### config.mk
export PLATFORM = sky130hd
export DESIGN_NAME = lsc_laser_shutdown
export DESIGN_NICKNAME = d
export VERILOG_FILES = /design/src/lsc_pkg.sv /design/src/lsc_laser_shutdown.sv
export SDC_FILE = /design/constraint.sdc
export NUM_CORES = 1
export LEC_CHECK = 0
export ABC_AREA = 0
export BUFFER_PORTS_ARGS = -buffer_cell sky130_fd_sc_hd__buf_2
export CAP_MARGIN = 30
export CORE_ASPECT_RATIO = 1.1
export CORE_MARGIN = 8
export CORE_UTILIZATION = 40
export CTS_CLUSTER_SIZE = 30
export DETAILED_ROUTE_END_ITERATION = 7
export GPL_TIMING_DRIVEN = 0
export SLEW_MARGIN = 0
export SYNTH_ARGS = -nofsm -noshare
export SYNTH_HDL_FRONTEND = slang
export SYNTH_SLANG_ARGS = --single-unit
### constraint.sdc
create_clock -name aclk -period 5.95 [get_ports aclk]
set_input_delay 0.2975 -clock aclk [delete_from_list [all_inputs] [get_ports aclk]]
set_output_delay 0.2975 -clock aclk [all_outputs]
set_load 0.05 [all_outputs]
### src/lsc_pkg.sv
// Constants, register map and state type of the laser shutdown controller.
package lsc_pkg;

  // ----------------------------------------------------------------
  // Register map
  // ----------------------------------------------------------------
  localparam int          ADDR_W        = 5;
  localparam logic [4:0]  OFS_CTRL      = 5'h00;
  localparam logic [4:0]  OFS_DELAY     = 5'h04;
  localparam logic [4:0]  OFS_CMD       = 5'h08;
  localparam logic [4:0]  OFS_STATUS    = 5'h0C;
  localparam logic [4:0]  OFS_INT_STAT  = 5'h10;
  localparam logic [4:0]  OFS_INT_CLR   = 5'h14;
  localparam logic [4:0]  OFS_INT_EN    = 5'h18;

  // ----------------------------------------------------------------
  // Field positions
  // ----------------------------------------------------------------
  localparam int          CTRL_EN_BIT   = 0;
  localparam int          CTRL_AUTO_BIT = 1;
  localparam int          CMD_RESTART   = 0;
  localparam int          CMD_OVERRIDE  = 1;
  localparam int          CMD_CANCEL    = 2;
  localparam int          EV_SHUTDOWN   = 0;
  localparam int          EV_RESTART    = 1;
  localparam int          EV_CLEARED    = 2;
  localparam int          EV_W          = 3;

  // ----------------------------------------------------------------
  // Reset values and delay limits
  // ----------------------------------------------------------------
  localparam logic        RST_CTRL_EN   = 1'b0;
  localparam logic        RST_CTRL_AUTO = 1'b1;
  localparam logic [8:0]  DELAY_MIN_S   = 9'h03C;
  localparam logic [8:0]  DELAY_MAX_S   = 9'h12C;
  localparam logic [8:0]  RST_DELAY_S   = 9'h03C;

  // ----------------------------------------------------------------
  // Timing
  // ----------------------------------------------------------------
  localparam int          CLK_PERIOD_NS = 40;
  localparam int          MS_NS         = 1000000;
  localparam int          CYC_PER_MS_D  = MS_NS / CLK_PERIOD_NS;
  localparam logic [18:0] MS_PER_S      = 19'h003E8;
  localparam int          PROBE_MIN_MS  = 1750;
  localparam int          PROBE_MAX_MS  = 2250;
  localparam logic [18:0] PROBE_MS      = 19'((PROBE_MIN_MS + PROBE_MAX_MS) / 2);

  localparam logic [1:0]  RESP_OKAY     = 2'h0;
  localparam logic [1:0]  RESP_SLVERR   = 2'h2;

  typedef enum logic [1:0] {ST_ON, ST_OFF, ST_PROBE, ST_OVR} lsc_state_t;

endpackage

### src/lsc_laser_shutdown.sv
// Automatic laser shutdown controller with an AXI4-Lite register slave.
`timescale 1ns/10ps
module lsc_laser_shutdown import lsc_pkg::*; #(
  parameter int CYC_PER_MS = CYC_PER_MS_D
) (
  input  wire logic              aclk,
  input  wire logic              aresetn,
  input  wire logic              signal_lost,
  output logic                   laser_en_r,
  output logic                   shutdown_alarm_r,
  output logic                   irq_r,
  input  wire logic [ADDR_W-1:0] s_axi_awaddr,
  input  wire logic              s_axi_awvalid,
  output logic                   s_axi_awready,
  input  wire logic [31:0]       s_axi_wdata,
  input  wire logic [3:0]        s_axi_wstrb,
  input  wire logic              s_axi_wvalid,
  output logic                   s_axi_wready,
  output logic [1:0]             s_axi_bresp,
  output logic                   s_axi_bvalid,
  input  wire logic              s_axi_bready,
  input  wire logic [ADDR_W-1:0] s_axi_araddr,
  input  wire logic              s_axi_arvalid,
  output logic                   s_axi_arready,
  output logic [31:0]            s_axi_rdata,
  output logic [1:0]             s_axi_rresp,
  output logic                   s_axi_rvalid,
  input  wire logic              s_axi_rready
);

  // ----------------------------------------------------------------
  // Bus slave
  // ----------------------------------------------------------------
  logic              aw_hold_r, aw_hold_nxt, w_hold_r, w_hold_nxt;
  logic [ADDR_W-1:0] aw_addr_r, aw_addr_nxt;
  logic [31:0]       w_data_r, w_data_nxt;
  logic [3:0]        w_strb_r, w_strb_nxt;
  logic              awready_nxt, wready_nxt, bvalid_nxt, arready_nxt, rvalid_nxt;
  logic [1:0]        bresp_nxt, rresp_nxt;
  logic [31:0]       rdata_nxt;
  logic              wr_fire, wr_ok, rd_ok;
  logic [31:0]       rd_val;

  // Core state, declared here because the read mux needs it.
  lsc_state_t        st_r, st_nxt;
  logic              ctrl_en_r, ctrl_en_nxt, ctrl_auto_r, ctrl_auto_nxt;
  logic [8:0]        delay_s_r, delay_s_nxt;
  logic              restart_p_r, restart_p_nxt, override_p_r, override_p_nxt;
  logic              cancel_p_r, cancel_p_nxt;
  logic [EV_W-1:0]   int_stat_r, int_stat_nxt, int_en_r, int_en_nxt, ev;
  logic [31:0]       ms_cnt_r, ms_cnt_nxt;
  logic [18:0]       el_ms_r, el_ms_nxt, delay_ms;
  logic              ms_tick, laser_nxt, alarm_nxt, irq_nxt;

  // A write commits only once both address and data are held, so the two
  // channels may arrive in either order.
  assign wr_fire = aw_hold_r && w_hold_r && !s_axi_bvalid;
  assign wr_ok   = (aw_addr_r == OFS_CTRL) || (aw_addr_r == OFS_DELAY) ||
                   (aw_addr_r == OFS_CMD) || (aw_addr_r == OFS_INT_CLR) ||
                   (aw_addr_r == OFS_INT_EN);

  always_comb begin
    rd_ok  = 1'b1;
    rd_val = 32'h00000000;
    case (s_axi_araddr)
      OFS_CTRL:     rd_val = {30'h00000000, ctrl_auto_r, ctrl_en_r};
      OFS_DELAY:    rd_val = {23'h000000, delay_s_r};
      OFS_CMD:      rd_val = 32'h00000000;
      OFS_STATUS:   rd_val = {26'h0000000, st_r, 1'b0, signal_lost, shutdown_alarm_r,
                              laser_en_r};
      OFS_INT_STAT: rd_val = {29'h00000000, int_stat_r};
      OFS_INT_CLR:  rd_val = 32'h00000000;
      OFS_INT_EN:   rd_val = {29'h00000000, int_en_r};
      default:      rd_ok  = 1'b0;
    endcase
  end

  always_comb begin
    aw_hold_nxt = aw_hold_r;
    aw_addr_nxt = aw_addr_r;
    w_hold_nxt  = w_hold_r;
    w_data_nxt  = w_data_r;
    w_strb_nxt  = w_strb_r;
    bvalid_nxt  = s_axi_bvalid;
    bresp_nxt   = s_axi_bresp;
    rvalid_nxt  = s_axi_rvalid;
    rresp_nxt   = s_axi_rresp;
    rdata_nxt   = s_axi_rdata;
    if (s_axi_awvalid && s_axi_awready) begin
      aw_hold_nxt = 1'b1;
      aw_addr_nxt = s_axi_awaddr;
    end
    if (s_axi_wvalid && s_axi_wready) begin
      w_hold_nxt = 1'b1;
      w_data_nxt = s_axi_wdata;
      w_strb_nxt = s_axi_wstrb;
    end
    if (wr_fire) begin
      aw_hold_nxt = 1'b0;
      w_hold_nxt  = 1'b0;
      bvalid_nxt  = 1'b1;
      bresp_nxt   = wr_ok ? RESP_OKAY : RESP_SLVERR;
    end else if (s_axi_bvalid && s_axi_bready) begin
      bvalid_nxt = 1'b0;
    end
    if (s_axi_arvalid && s_axi_arready) begin
      rvalid_nxt = 1'b1;
      rdata_nxt  = rd_val;
      rresp_nxt  = rd_ok ? RESP_OKAY : RESP_SLVERR;
    end else if (s_axi_rvalid && s_axi_rready) begin
      rvalid_nxt = 1'b0;
    end
    awready_nxt = !aw_hold_nxt;
    wready_nxt  = !w_hold_nxt;
    arready_nxt = !rvalid_nxt;
  end

  always_ff @(posedge aclk) begin
    if (!aresetn) begin
      aw_hold_r     <= 1'b0;
      aw_addr_r     <= '0;
      w_hold_r      <= 1'b0;
      w_data_r      <= 32'h00000000;
      w_strb_r      <= 4'h0;
      s_axi_awready <= 1'b0;
      s_axi_wready  <= 1'b0;
      s_axi_bvalid  <= 1'b0;
      s_axi_bresp   <= RESP_OKAY;
      s_axi_arready <= 1'b0;
      s_axi_rvalid  <= 1'b0;
      s_axi_rresp   <= RESP_OKAY;
      s_axi_rdata   <= 32'h00000000;
    end else begin
      aw_hold_r     <= aw_hold_nxt;
      aw_addr_r     <= aw_addr_nxt;
      w_hold_r      <= w_hold_nxt;
      w_data_r      <= w_data_nxt;
      w_strb_r      <= w_strb_nxt;
      s_axi_awready <= awready_nxt;
      s_axi_wready  <= wready_nxt;
      s_axi_bvalid  <= bvalid_nxt;
      s_axi_bresp   <= bresp_nxt;
      s_axi_arready <= arready_nxt;
      s_axi_rvalid  <= rvalid_nxt;
      s_axi_rresp   <= rresp_nxt;
      s_axi_rdata   <= rdata_nxt;
    end
  end

  // ----------------------------------------------------------------
  // Shutdown core
  // ----------------------------------------------------------------
  assign ms_tick  = (ms_cnt_r == 32'(CYC_PER_MS - 1));
  assign delay_ms = 19'(delay_s_r) * MS_PER_S;

  always_comb begin
    logic [15:0] dmerge;
    dmerge         = {w_strb_r[1] ? w_data_r[15:8] : {7'h00, delay_s_r[8]},
                      w_strb_r[0] ? w_data_r[7:0] : delay_s_r[7:0]};
    ctrl_en_nxt    = ctrl_en_r;
    ctrl_auto_nxt  = ctrl_auto_r;
    delay_s_nxt    = delay_s_r;
    int_en_nxt     = int_en_r;
    restart_p_nxt  = 1'b0;
    override_p_nxt = 1'b0;
    cancel_p_nxt   = 1'b0;
    ev             = '0;
    st_nxt         = st_r;
    ms_cnt_nxt     = ms_tick ? 32'h00000000 : ms_cnt_r + 32'h00000001;
    el_ms_nxt      = ms_tick ? el_ms_r + 19'h00001 : el_ms_r;
    if (wr_fire && w_strb_r[0]) begin
      case (aw_addr_r)
        OFS_CTRL: begin
          ctrl_en_nxt   = w_data_r[CTRL_EN_BIT];
          ctrl_auto_nxt = w_data_r[CTRL_AUTO_BIT];
        end
        OFS_CMD: begin
          restart_p_nxt  = w_data_r[CMD_RESTART];
          override_p_nxt = w_data_r[CMD_OVERRIDE];
          cancel_p_nxt   = w_data_r[CMD_CANCEL];
        end
        OFS_INT_EN: int_en_nxt = w_data_r[EV_W-1:0];
        default: ;
      endcase
    end
    // The delay is clamped so that software cannot program a restart
    // sooner than the laser-safety minimum.
    if (wr_fire && aw_addr_r == OFS_DELAY && (w_strb_r[0] || w_strb_r[1])) begin
      if (dmerge < 16'(DELAY_MIN_S))
        delay_s_nxt = DELAY_MIN_S;
      else if (dmerge > 16'(DELAY_MAX_S))
        delay_s_nxt = DELAY_MAX_S;
      else
        delay_s_nxt = dmerge[8:0];
    end
    case (st_r)
      ST_ON: begin
        if (ctrl_en_r && signal_lost) begin
          st_nxt = ST_OFF;
          ev[EV_SHUTDOWN] = 1'b1;
        end
      end
      ST_OFF: begin
        if (!signal_lost) begin
          st_nxt = ST_ON;
          ev[EV_CLEARED] = 1'b1;
        end else if (override_p_r) begin
          st_nxt = ST_OVR;
        end else if (ctrl_auto_r ? (el_ms_r >= delay_ms) : restart_p_r) begin
          st_nxt = ST_PROBE;
          ev[EV_RESTART] = 1'b1;
        end
      end
      ST_PROBE: begin
        if (!signal_lost) begin
          st_nxt = ST_ON;
          ev[EV_CLEARED] = 1'b1;
        end else if (override_p_r) begin
          st_nxt = ST_OVR;
        end else if (el_ms_r >= PROBE_MS) begin
          st_nxt = ST_OFF;
          ev[EV_SHUTDOWN] = 1'b1;
        end
      end
      ST_OVR: begin
        if (!signal_lost || cancel_p_r) begin
          st_nxt = ST_ON;
          ev[EV_CLEARED] = !signal_lost;
        end
      end
      default: st_nxt = ST_ON;
    endcase
    if (!ctrl_en_r)
      st_nxt = ST_ON;
    // Each phase measures its time from its own start.
    if (st_nxt != st_r) begin
      ms_cnt_nxt = 32'h00000000;
      el_ms_nxt  = 19'h00000;
    end
    laser_nxt = (st_nxt != ST_OFF);
    alarm_nxt = ctrl_en_nxt && signal_lost;
    // A new event wins over a clear written in the same cycle.
    int_stat_nxt = int_stat_r;
    if (wr_fire && aw_addr_r == OFS_INT_CLR && w_strb_r[0])
      int_stat_nxt = int_stat_r & ~w_data_r[EV_W-1:0];
    int_stat_nxt = int_stat_nxt | ev;
    irq_nxt      = |(int_stat_nxt & int_en_nxt);
  end

  always_ff @(posedge aclk) begin
    if (!aresetn) begin
      st_r             <= ST_ON;
      ctrl_en_r        <= RST_CTRL_EN;
      ctrl_auto_r      <= RST_CTRL_AUTO;
      delay_s_r        <= RST_DELAY_S;
      restart_p_r      <= 1'b0;
      override_p_r     <= 1'b0;
      cancel_p_r       <= 1'b0;
      int_stat_r       <= '0;
      int_en_r         <= '0;
      ms_cnt_r         <= 32'h00000000;
      el_ms_r          <= 19'h00000;
      laser_en_r       <= 1'b1;
      shutdown_alarm_r <= 1'b0;
      irq_r            <= 1'b0;
    end else begin
      st_r             <= st_nxt;
      ctrl_en_r        <= ctrl_en_nxt;
      ctrl_auto_r      <= ctrl_auto_nxt;
      delay_s_r        <= delay_s_nxt;
      restart_p_r      <= restart_p_nxt;
      override_p_r     <= override_p_nxt;
      cancel_p_r       <= cancel_p_nxt;
      int_stat_r       <= int_stat_nxt;
      int_en_r         <= int_en_nxt;
      ms_cnt_r         <= ms_cnt_nxt;
      el_ms_r          <= el_ms_nxt;
      laser_en_r       <= laser_nxt;
      shutdown_alarm_r <= alarm_nxt;
      irq_r            <= irq_nxt;
    end
  end

  // ----------------------------------------------------------------
  // Checks
  // ----------------------------------------------------------------
  a_disabled_laser_on: assert property (
    @(posedge aclk) disable iff (!aresetn) !ctrl_en_r |=> laser_en_r)
    else $error("Laser off while shutdown feature disabled.");

  a_loss_shuts_laser: assert property (
    @(posedge aclk) disable iff (!aresetn)
    (st_r == ST_ON && ctrl_en_r && signal_lost) |=> (!laser_en_r && st_r == ST_OFF))
    else $error("Signal loss did not shut the laser down.");

  a_alarm_tracks_loss: assert property (
    @(posedge aclk) disable iff (!aresetn)
    ##1 shutdown_alarm_r == ($past(ctrl_en_nxt) && $past(signal_lost)))
    else $error("Shutdown alarm does not follow signal loss.");

  a_auto_delay_bound: assert property (
    @(posedge aclk) disable iff (!aresetn)
    (st_r == ST_OFF && ctrl_auto_r && ctrl_en_r && $stable(delay_s_r) && $stable(ctrl_auto_r))
    |-> (el_ms_r <= delay_ms && !laser_en_r))
    else $error("Automatic restart delay overrun or laser on.");

  a_probe_window: assert property (
    @(posedge aclk) disable iff (!aresetn)
    (st_r == ST_PROBE) |-> (el_ms_r <= PROBE_MS && laser_en_r))
    else $error("Restart probe window overrun.");

  a_manual_waits: assert property (
    @(posedge aclk) disable iff (!aresetn)
    (st_r == ST_OFF && !ctrl_auto_r && !restart_p_r && !override_p_r &&
     signal_lost && ctrl_en_r && ctrl_en_nxt) |=> (st_r == ST_OFF && !laser_en_r))
    else $error("Manual mode restarted without command.");

  a_override_holds: assert property (
    @(posedge aclk) disable iff (!aresetn)
    (st_r == ST_OVR) |-> laser_en_r)
    else $error("Laser off during override.");

  a_clear_ends_cycle: assert property (
    @(posedge aclk) disable iff (!aresetn)
    (st_r == ST_PROBE && !signal_lost) |=> (st_r == ST_ON && laser_en_r && !shutdown_alarm_r))
    else $error("Loss clear did not end the shutdown cycle.");

endmodule

Word level (Yosys, flattened, before mapping)

Index checks and enable logic that the tools add are counted.

Output and inout port bits: 44
Logic and storage cells: 135
Bits in registers: 142
Bits of input ports: 54

$mul: 1
Add/sub/neg operators: 2
Eq/ne operators: 16
Multiplexer cells: 44
Reductions and logical operators: 36
Order comparisons: 4
Bitwise logic cells: 5

Operators by type and width:

| kind                    | number |
|---|---|
| $pmux W9 S5             | 1 |
| $add A32 B1 Y32 const B | 1 |
| $eq A32 B15 Y1 const B  | 1 |
| $eq A5 B5 Y1 const B    | 5 |
| $mux W1                 | 22 |
| $mux W2                 | 11 |
| $add A19 B1 Y19 const B | 1 |
| $ge A19 B11 Y1 const B  | 1 |
| $ge A19 B19 Y1          | 1 |
| $mux W9                 | 2 |
| $gt A16 B9 Y1 const B   | 1 |
| $lt A16 B6 Y1 const B   | 1 |
| $mul A9 B7 Y16 const B  | 1 |
| $mux W8                 | 2 |
| $eq A5 B4 Y1 const B    | 3 |
| $logic_and A1 B1 Y1     | 14 |
| $eq A5 B3 Y1 const B    | 2 |
| $logic_not A5 Y1        | 2 |
| $mux W3                 | 3 |
| $pmux W2 S4             | 1 |
| $reduce_or A7 Y1        | 1 |
| $and A3 B3 Y3           | 2 |
| $logic_or A1 B1 Y1      | 6 |
| $reduce_or A3 Y1        | 2 |
| 14 further kinds        | 21 |

Depth between registers and ports, before layout

Depth in word-level cells: 10
Gate-level depth with buffers: 22
Gate-level depth less buffers: 21

Worst setup path before layout

Ideal clock, no wire load.

Kind: register -> register
Start: register delay_s_r[2]
End: register ms_cnt_r[13]
Period minus slack after synthesis: 5.364 ns
Setup time: 0.088 ns
Path buffers: 1
Data required time: 5.862 ns
Arrival: 5.276 ns
Path slack: 0.586 ns
Stages on the path, launching flop included: 21
Cells stage by stage: dfxtp_1 inv_1 fa_1 fa_1 fa_1 fa_1 inv_1 ha_1 o21a_1 o21ai_0 o311ai_0 o41ai_1 xor2_1 ha_1 a21o_1 a21oi_1 o21ai_0 a31oi_1 a21oi_2 buf_6 nor4_2

Cells in the longest elaborated chain, start to end: 10

Ends and longest elaborated chain:

| what                       | line                      | RTL |
|---|---|---|
| from (decl)                | lsc_laser_shutdown.sv:47  | `logic [8:0] delay_s_r, delay_s_nxt;` |
| from (signal assigned)     | lsc_laser_shutdown.sv:270 | `delay_s_r <= delay_s_nxt;` |
| $mul A9 B7 Y16             | lsc_laser_shutdown.sv:154 | `assign delay_ms = 19'(delay_s_r) * MS_PER_S;` |
| $ge A19 B19 Y1             | lsc_laser_shutdown.sv:209 | `end else if (ctrl_auto_r ? (el_ms_r >= delay_ms) : restart_p_r) begin` |
| $mux W1                    | lsc_laser_shutdown.sv:209 |  |
| $mux W2                    | lsc_laser_shutdown.sv:209 |  |
| $mux W2                    | lsc_laser_shutdown.sv:207 | `end else if (override_p_r) begin` |
| $mux W2                    | lsc_laser_shutdown.sv:204 | `if (!signal_lost) begin` |
| $pmux W2 S4                | lsc_laser_shutdown.sv:196 | `case (st_r)` |
| $mux W2                    | lsc_laser_shutdown.sv:233 | `if (!ctrl_en_r)` |
| $ne A2 B2 Y1               | lsc_laser_shutdown.sv:236 | `if (st_nxt != st_r) begin` |
| $reduce_or A3 Y1 (no line) | --                        |  |
| to (signal assigned)       | lsc_laser_shutdown.sv:276 | `ms_cnt_r <= ms_cnt_nxt;` |
| to (decl)                  | lsc_laser_shutdown.sv:51  | `logic [31:0] ms_cnt_r, ms_cnt_nxt;` |

Every way passes these cells.
A chain may end at the register's enable or synchronous reset.

Worst setup path in the final report

Start: register delay_s_r[0]
End: register ms_cnt_r[14]

The elaborated chain is that of the path after synthesis.

==> results.json <==
{
  "slew_headroom": 0.515,
  "setup_tns_ps": 0,
  "p_leak_nw": 3.72,
  "synthArstFlopShare": 0,
  "initialDrtViolationCount": 371,
  "critPathCaptureType": "flop",
  "avgSynthCellArea_sq_um": 8.59,
  "pre_cts_ws_ps": -196,
  "status": "finished, final reports clean",
  "coreArea_sq_mm": 0.0189,
  "gp_congestion": 0.833,
  "final_core_util": 0.480,
  "cts_tree": "yes",
  "syn_inst": 889,
  "swShare": 0.235,
  "cp_max_fo": 10,
  "startpoint_type": "flop",
  "hold_viol_final": 0,
  "antennaDiodeCount": 0,
  "grt_max_degree": 17,
  "pwr-share-seq": 0.380,
  "clock-root-buffer": "clkbuf_16",
  "die_h_um": 161,
  "skew_ps": 9.80,
  "min-delay-path-class": "input port to flop",
  "dieArea_sq_mm": 0.0238,
  "htreeDepth": 4,
  "period_needed_ps": 5670,
  "drcViolationCount": 0,
  "setup_viol": 0,
  "timing.fmax_mhz": 176,
  "fin_crit_sh": 0.953,
  "grt_first_pass_wirelength_mm": 30.7,
  "finalWirelength_mm": 18.5,
  "final_layout_size_suffix_gt1_frac": 0.166,
  "initial_core_util": 0.404,
  "switchingPower_mw": 0.500,
  "rr_startpoint": "delay_s_r[0]",
  "synth-main-ff-cell": "dfxtp_1",
  "vias": 6485,
  "pwr_density_cell_mw_per_mm2": 235,
  "maxCapViolCount": 0,
  "hpwl_mm": 14.2,
  "cts_sinks": 117,
  "ys_types": 70,
  "cpPeakStageDelay_ps": 520,
  "first_pass_iters": 5,
  "cts_hold_buffers": 0,
  "fp.dieW_um": 148,
  "antenna_left": 0,
  "nets": 1134,
  "path_cells": "fa_1 > xor2_1 > ha_1 > inv_1 > fa_1 > fa_1 > inv_1 > ha_1 > o21ai_0 > nor2_1 > nor4_1 > o311ai_1 > o41ai_1 > xor2_1 > ha_1 > a21o_1 > a21oi_1 > o21ai_0 > a31oi_2 > buf_4 > a21oi_4 > buf_6 > nor4_2",
  "row_count": 53,
  "grt_pass1_vias": 6232,
  "via_per_inst": 5.18,
  "arrival_ps": 6010,
  "ys_ff_latch": 117,
  "ys_seq_area_frac": 0.307,
  "antenna_found_initial": 0,
  "power.share.combinational": 0.074,
  "cts_made_buffers": 17,
  "io_pins": 98,
  "p_int_mw": 1.63,
  "wire_per_inst_um": 14.8,
  "worst_pin_slew_ps": 720,
  "fin_ws_ps": 277,
  "syn-cell-area_sq_mm": 0.00763,
  "startpoint": "delay_s_r[0]",
  "fillCellCount": 1847,
  "final_common_cell": "dfxtp_1",
  "r2r_setup_slack_ps": 280,
  "final_max_slew_viol_count": 0,
  "grt-ovfl-total": 0,
  "clk_pin_slew_ps": 60,
  "mostFrequentLayoutCells": "dfxtp_1 (110), nand2_1 (85), buf_2 (66)",
  "gr-usage-all-layers": 0.157,
  "hold_start": "s_axi_wdata[9]",
  "worstSetupPathType": "flop to flop",
  "multi_input_area_sq_mm": 0.00480,
  "crit_path_top_delay_cell": "fa_1",
  "required_ps": 6280,
  "io_buffers": 53,
  "clock_latency_ps": 420,
  "vdd_drop_max_mv": 0.174,
  "yosys_warnings": 0,
  "clockBufferDepth": 2,
  "register_area_sq_mm": 0.00236,
  "area_growth_pct": 18.8,
  "synth_edf_count": 0,
  "clockPowerShare": 0.545
}
stage by stage:
| step | cell area, sq um | std cells | hold WS [ps] | power, mW |
|---|---|---|---|---|
| after global routing | 9070 | 1252 | 97.0 | 2.20 |
| after global placement | 8300 | 1213 | 440 | 0.984 |
| final | 9070 | 1252 | 113 | 2.13 |
| after detailed placement | 8300 | 1213 | 443 | 0.985 |
| after CTS | 8980 | 1246 | 98.7 | 2.15 |
| after floorplan | 7720 | 913 | 431 | 0.945 |
routing by layer:
layer  track usage  up-vias  routed length, um
li1              -     3305                  -
met3        0.0349       18                646
met1         0.198     3060               8620
met2         0.264      102               9040
met5             0        -                  0
met4        0.0455        0                218
kinds of logic after synthesis:
family	synth area share
xor+xnor	0.0665
fa+ha+maj	0.169
simple gates	0.235
compound gates	0.121
flops	0.307
other cells	0.000491
mux	0.0216
buf+inv	0.0805
final cells by class:
type                       instances  area share
clock buffer                      19      0.0478
clock inverter                    13      0.0251
tap                              247      0.0341
buffer                            63      0.0409
multi-input combinational        668       0.530
timing repair buffer              60      0.0351
sequential                       117       0.260
inverter                          65      0.0277
critical path: cells and delay by family (launching register included):
kind            cells  cell delay [ps]
fa+ha+maj           6             2390
compound gates      8             1340
simple gates        3              610
buf+inv             4              440
flops               1              440
xor+xnor            2              360
power groups by stage:
stage	Sequential (mW)	Clock (mW)	Combinational [mW]
detailed placement	0.828	0	0.157
global route	0.812	1.22	0.171
floorplan	0.840	0	0.105
CTS	0.811	1.18	0.158
global placement	0.827	0	0.156
finish	0.810	1.16	0.158
timing repair:
item | CTS | global route
setup buffers | 1 | 6
gates resized for setup | 5 | 14
setup endpoints to repair | 52 | 56
pin swaps | 1 | 1
worst paths after layout:
check              endpoint  cells past startpoint
max            ms_cnt_r[14]                     23
max reg2reg    ms_cnt_r[14]                     23
min             w_data_r[9]                      3
min reg2reg  s_axi_rdata[8]                      2
cells in the mapped netlist, types with 4 or more instances:
cell type	instances	area (sq um)
nand2_1	85	319
a21oi_1	47	235
nor3b_1	4	30.0
nand3_1	37	185
or3_1	5	31.3
mux2_2	4	45.0
nor2_1	47	176
nor3_1	65	325
and4_1	8	70.1
fa_1	25	500
xnor2_1	35	307
a21o_1	7	52.6
buf_2	13	65.1
and3_1	10	62.6
o21a_1	4	30.0
buf_1	5	18.8
nor4_2	9	113
inv_1	65	244
a31oi_1	7	43.8
nand4_1	17	106
nor4_1	22	138
o31a_1	4	35.0
dfxtp_1	117	2340
o21ai_0	29	145
a32o_1	5	50.1
ha_1	63	788
nand2b_1	4	25.0
and2_1	6	37.5
buf_4	27	203
nor2b_1	5	31.3
clkbuf_1	15	56.3
mux2i_1	12	120
xor2_1	23	201
registers in the layout (all words and copies together), names as in the netlist, 2 cells and up:
signal / count
aw_addr_r: 5
delay_s_r: 9
el_ms_r: 19
int_en_r: 3
int_stat_r: 3
ms_cnt_r: 32
s_axi_rdata: 9
st_r: 2
w_data_r: 16
w_strb_r: 2
No activity file was read; power rests on OpenSTA's default activity.
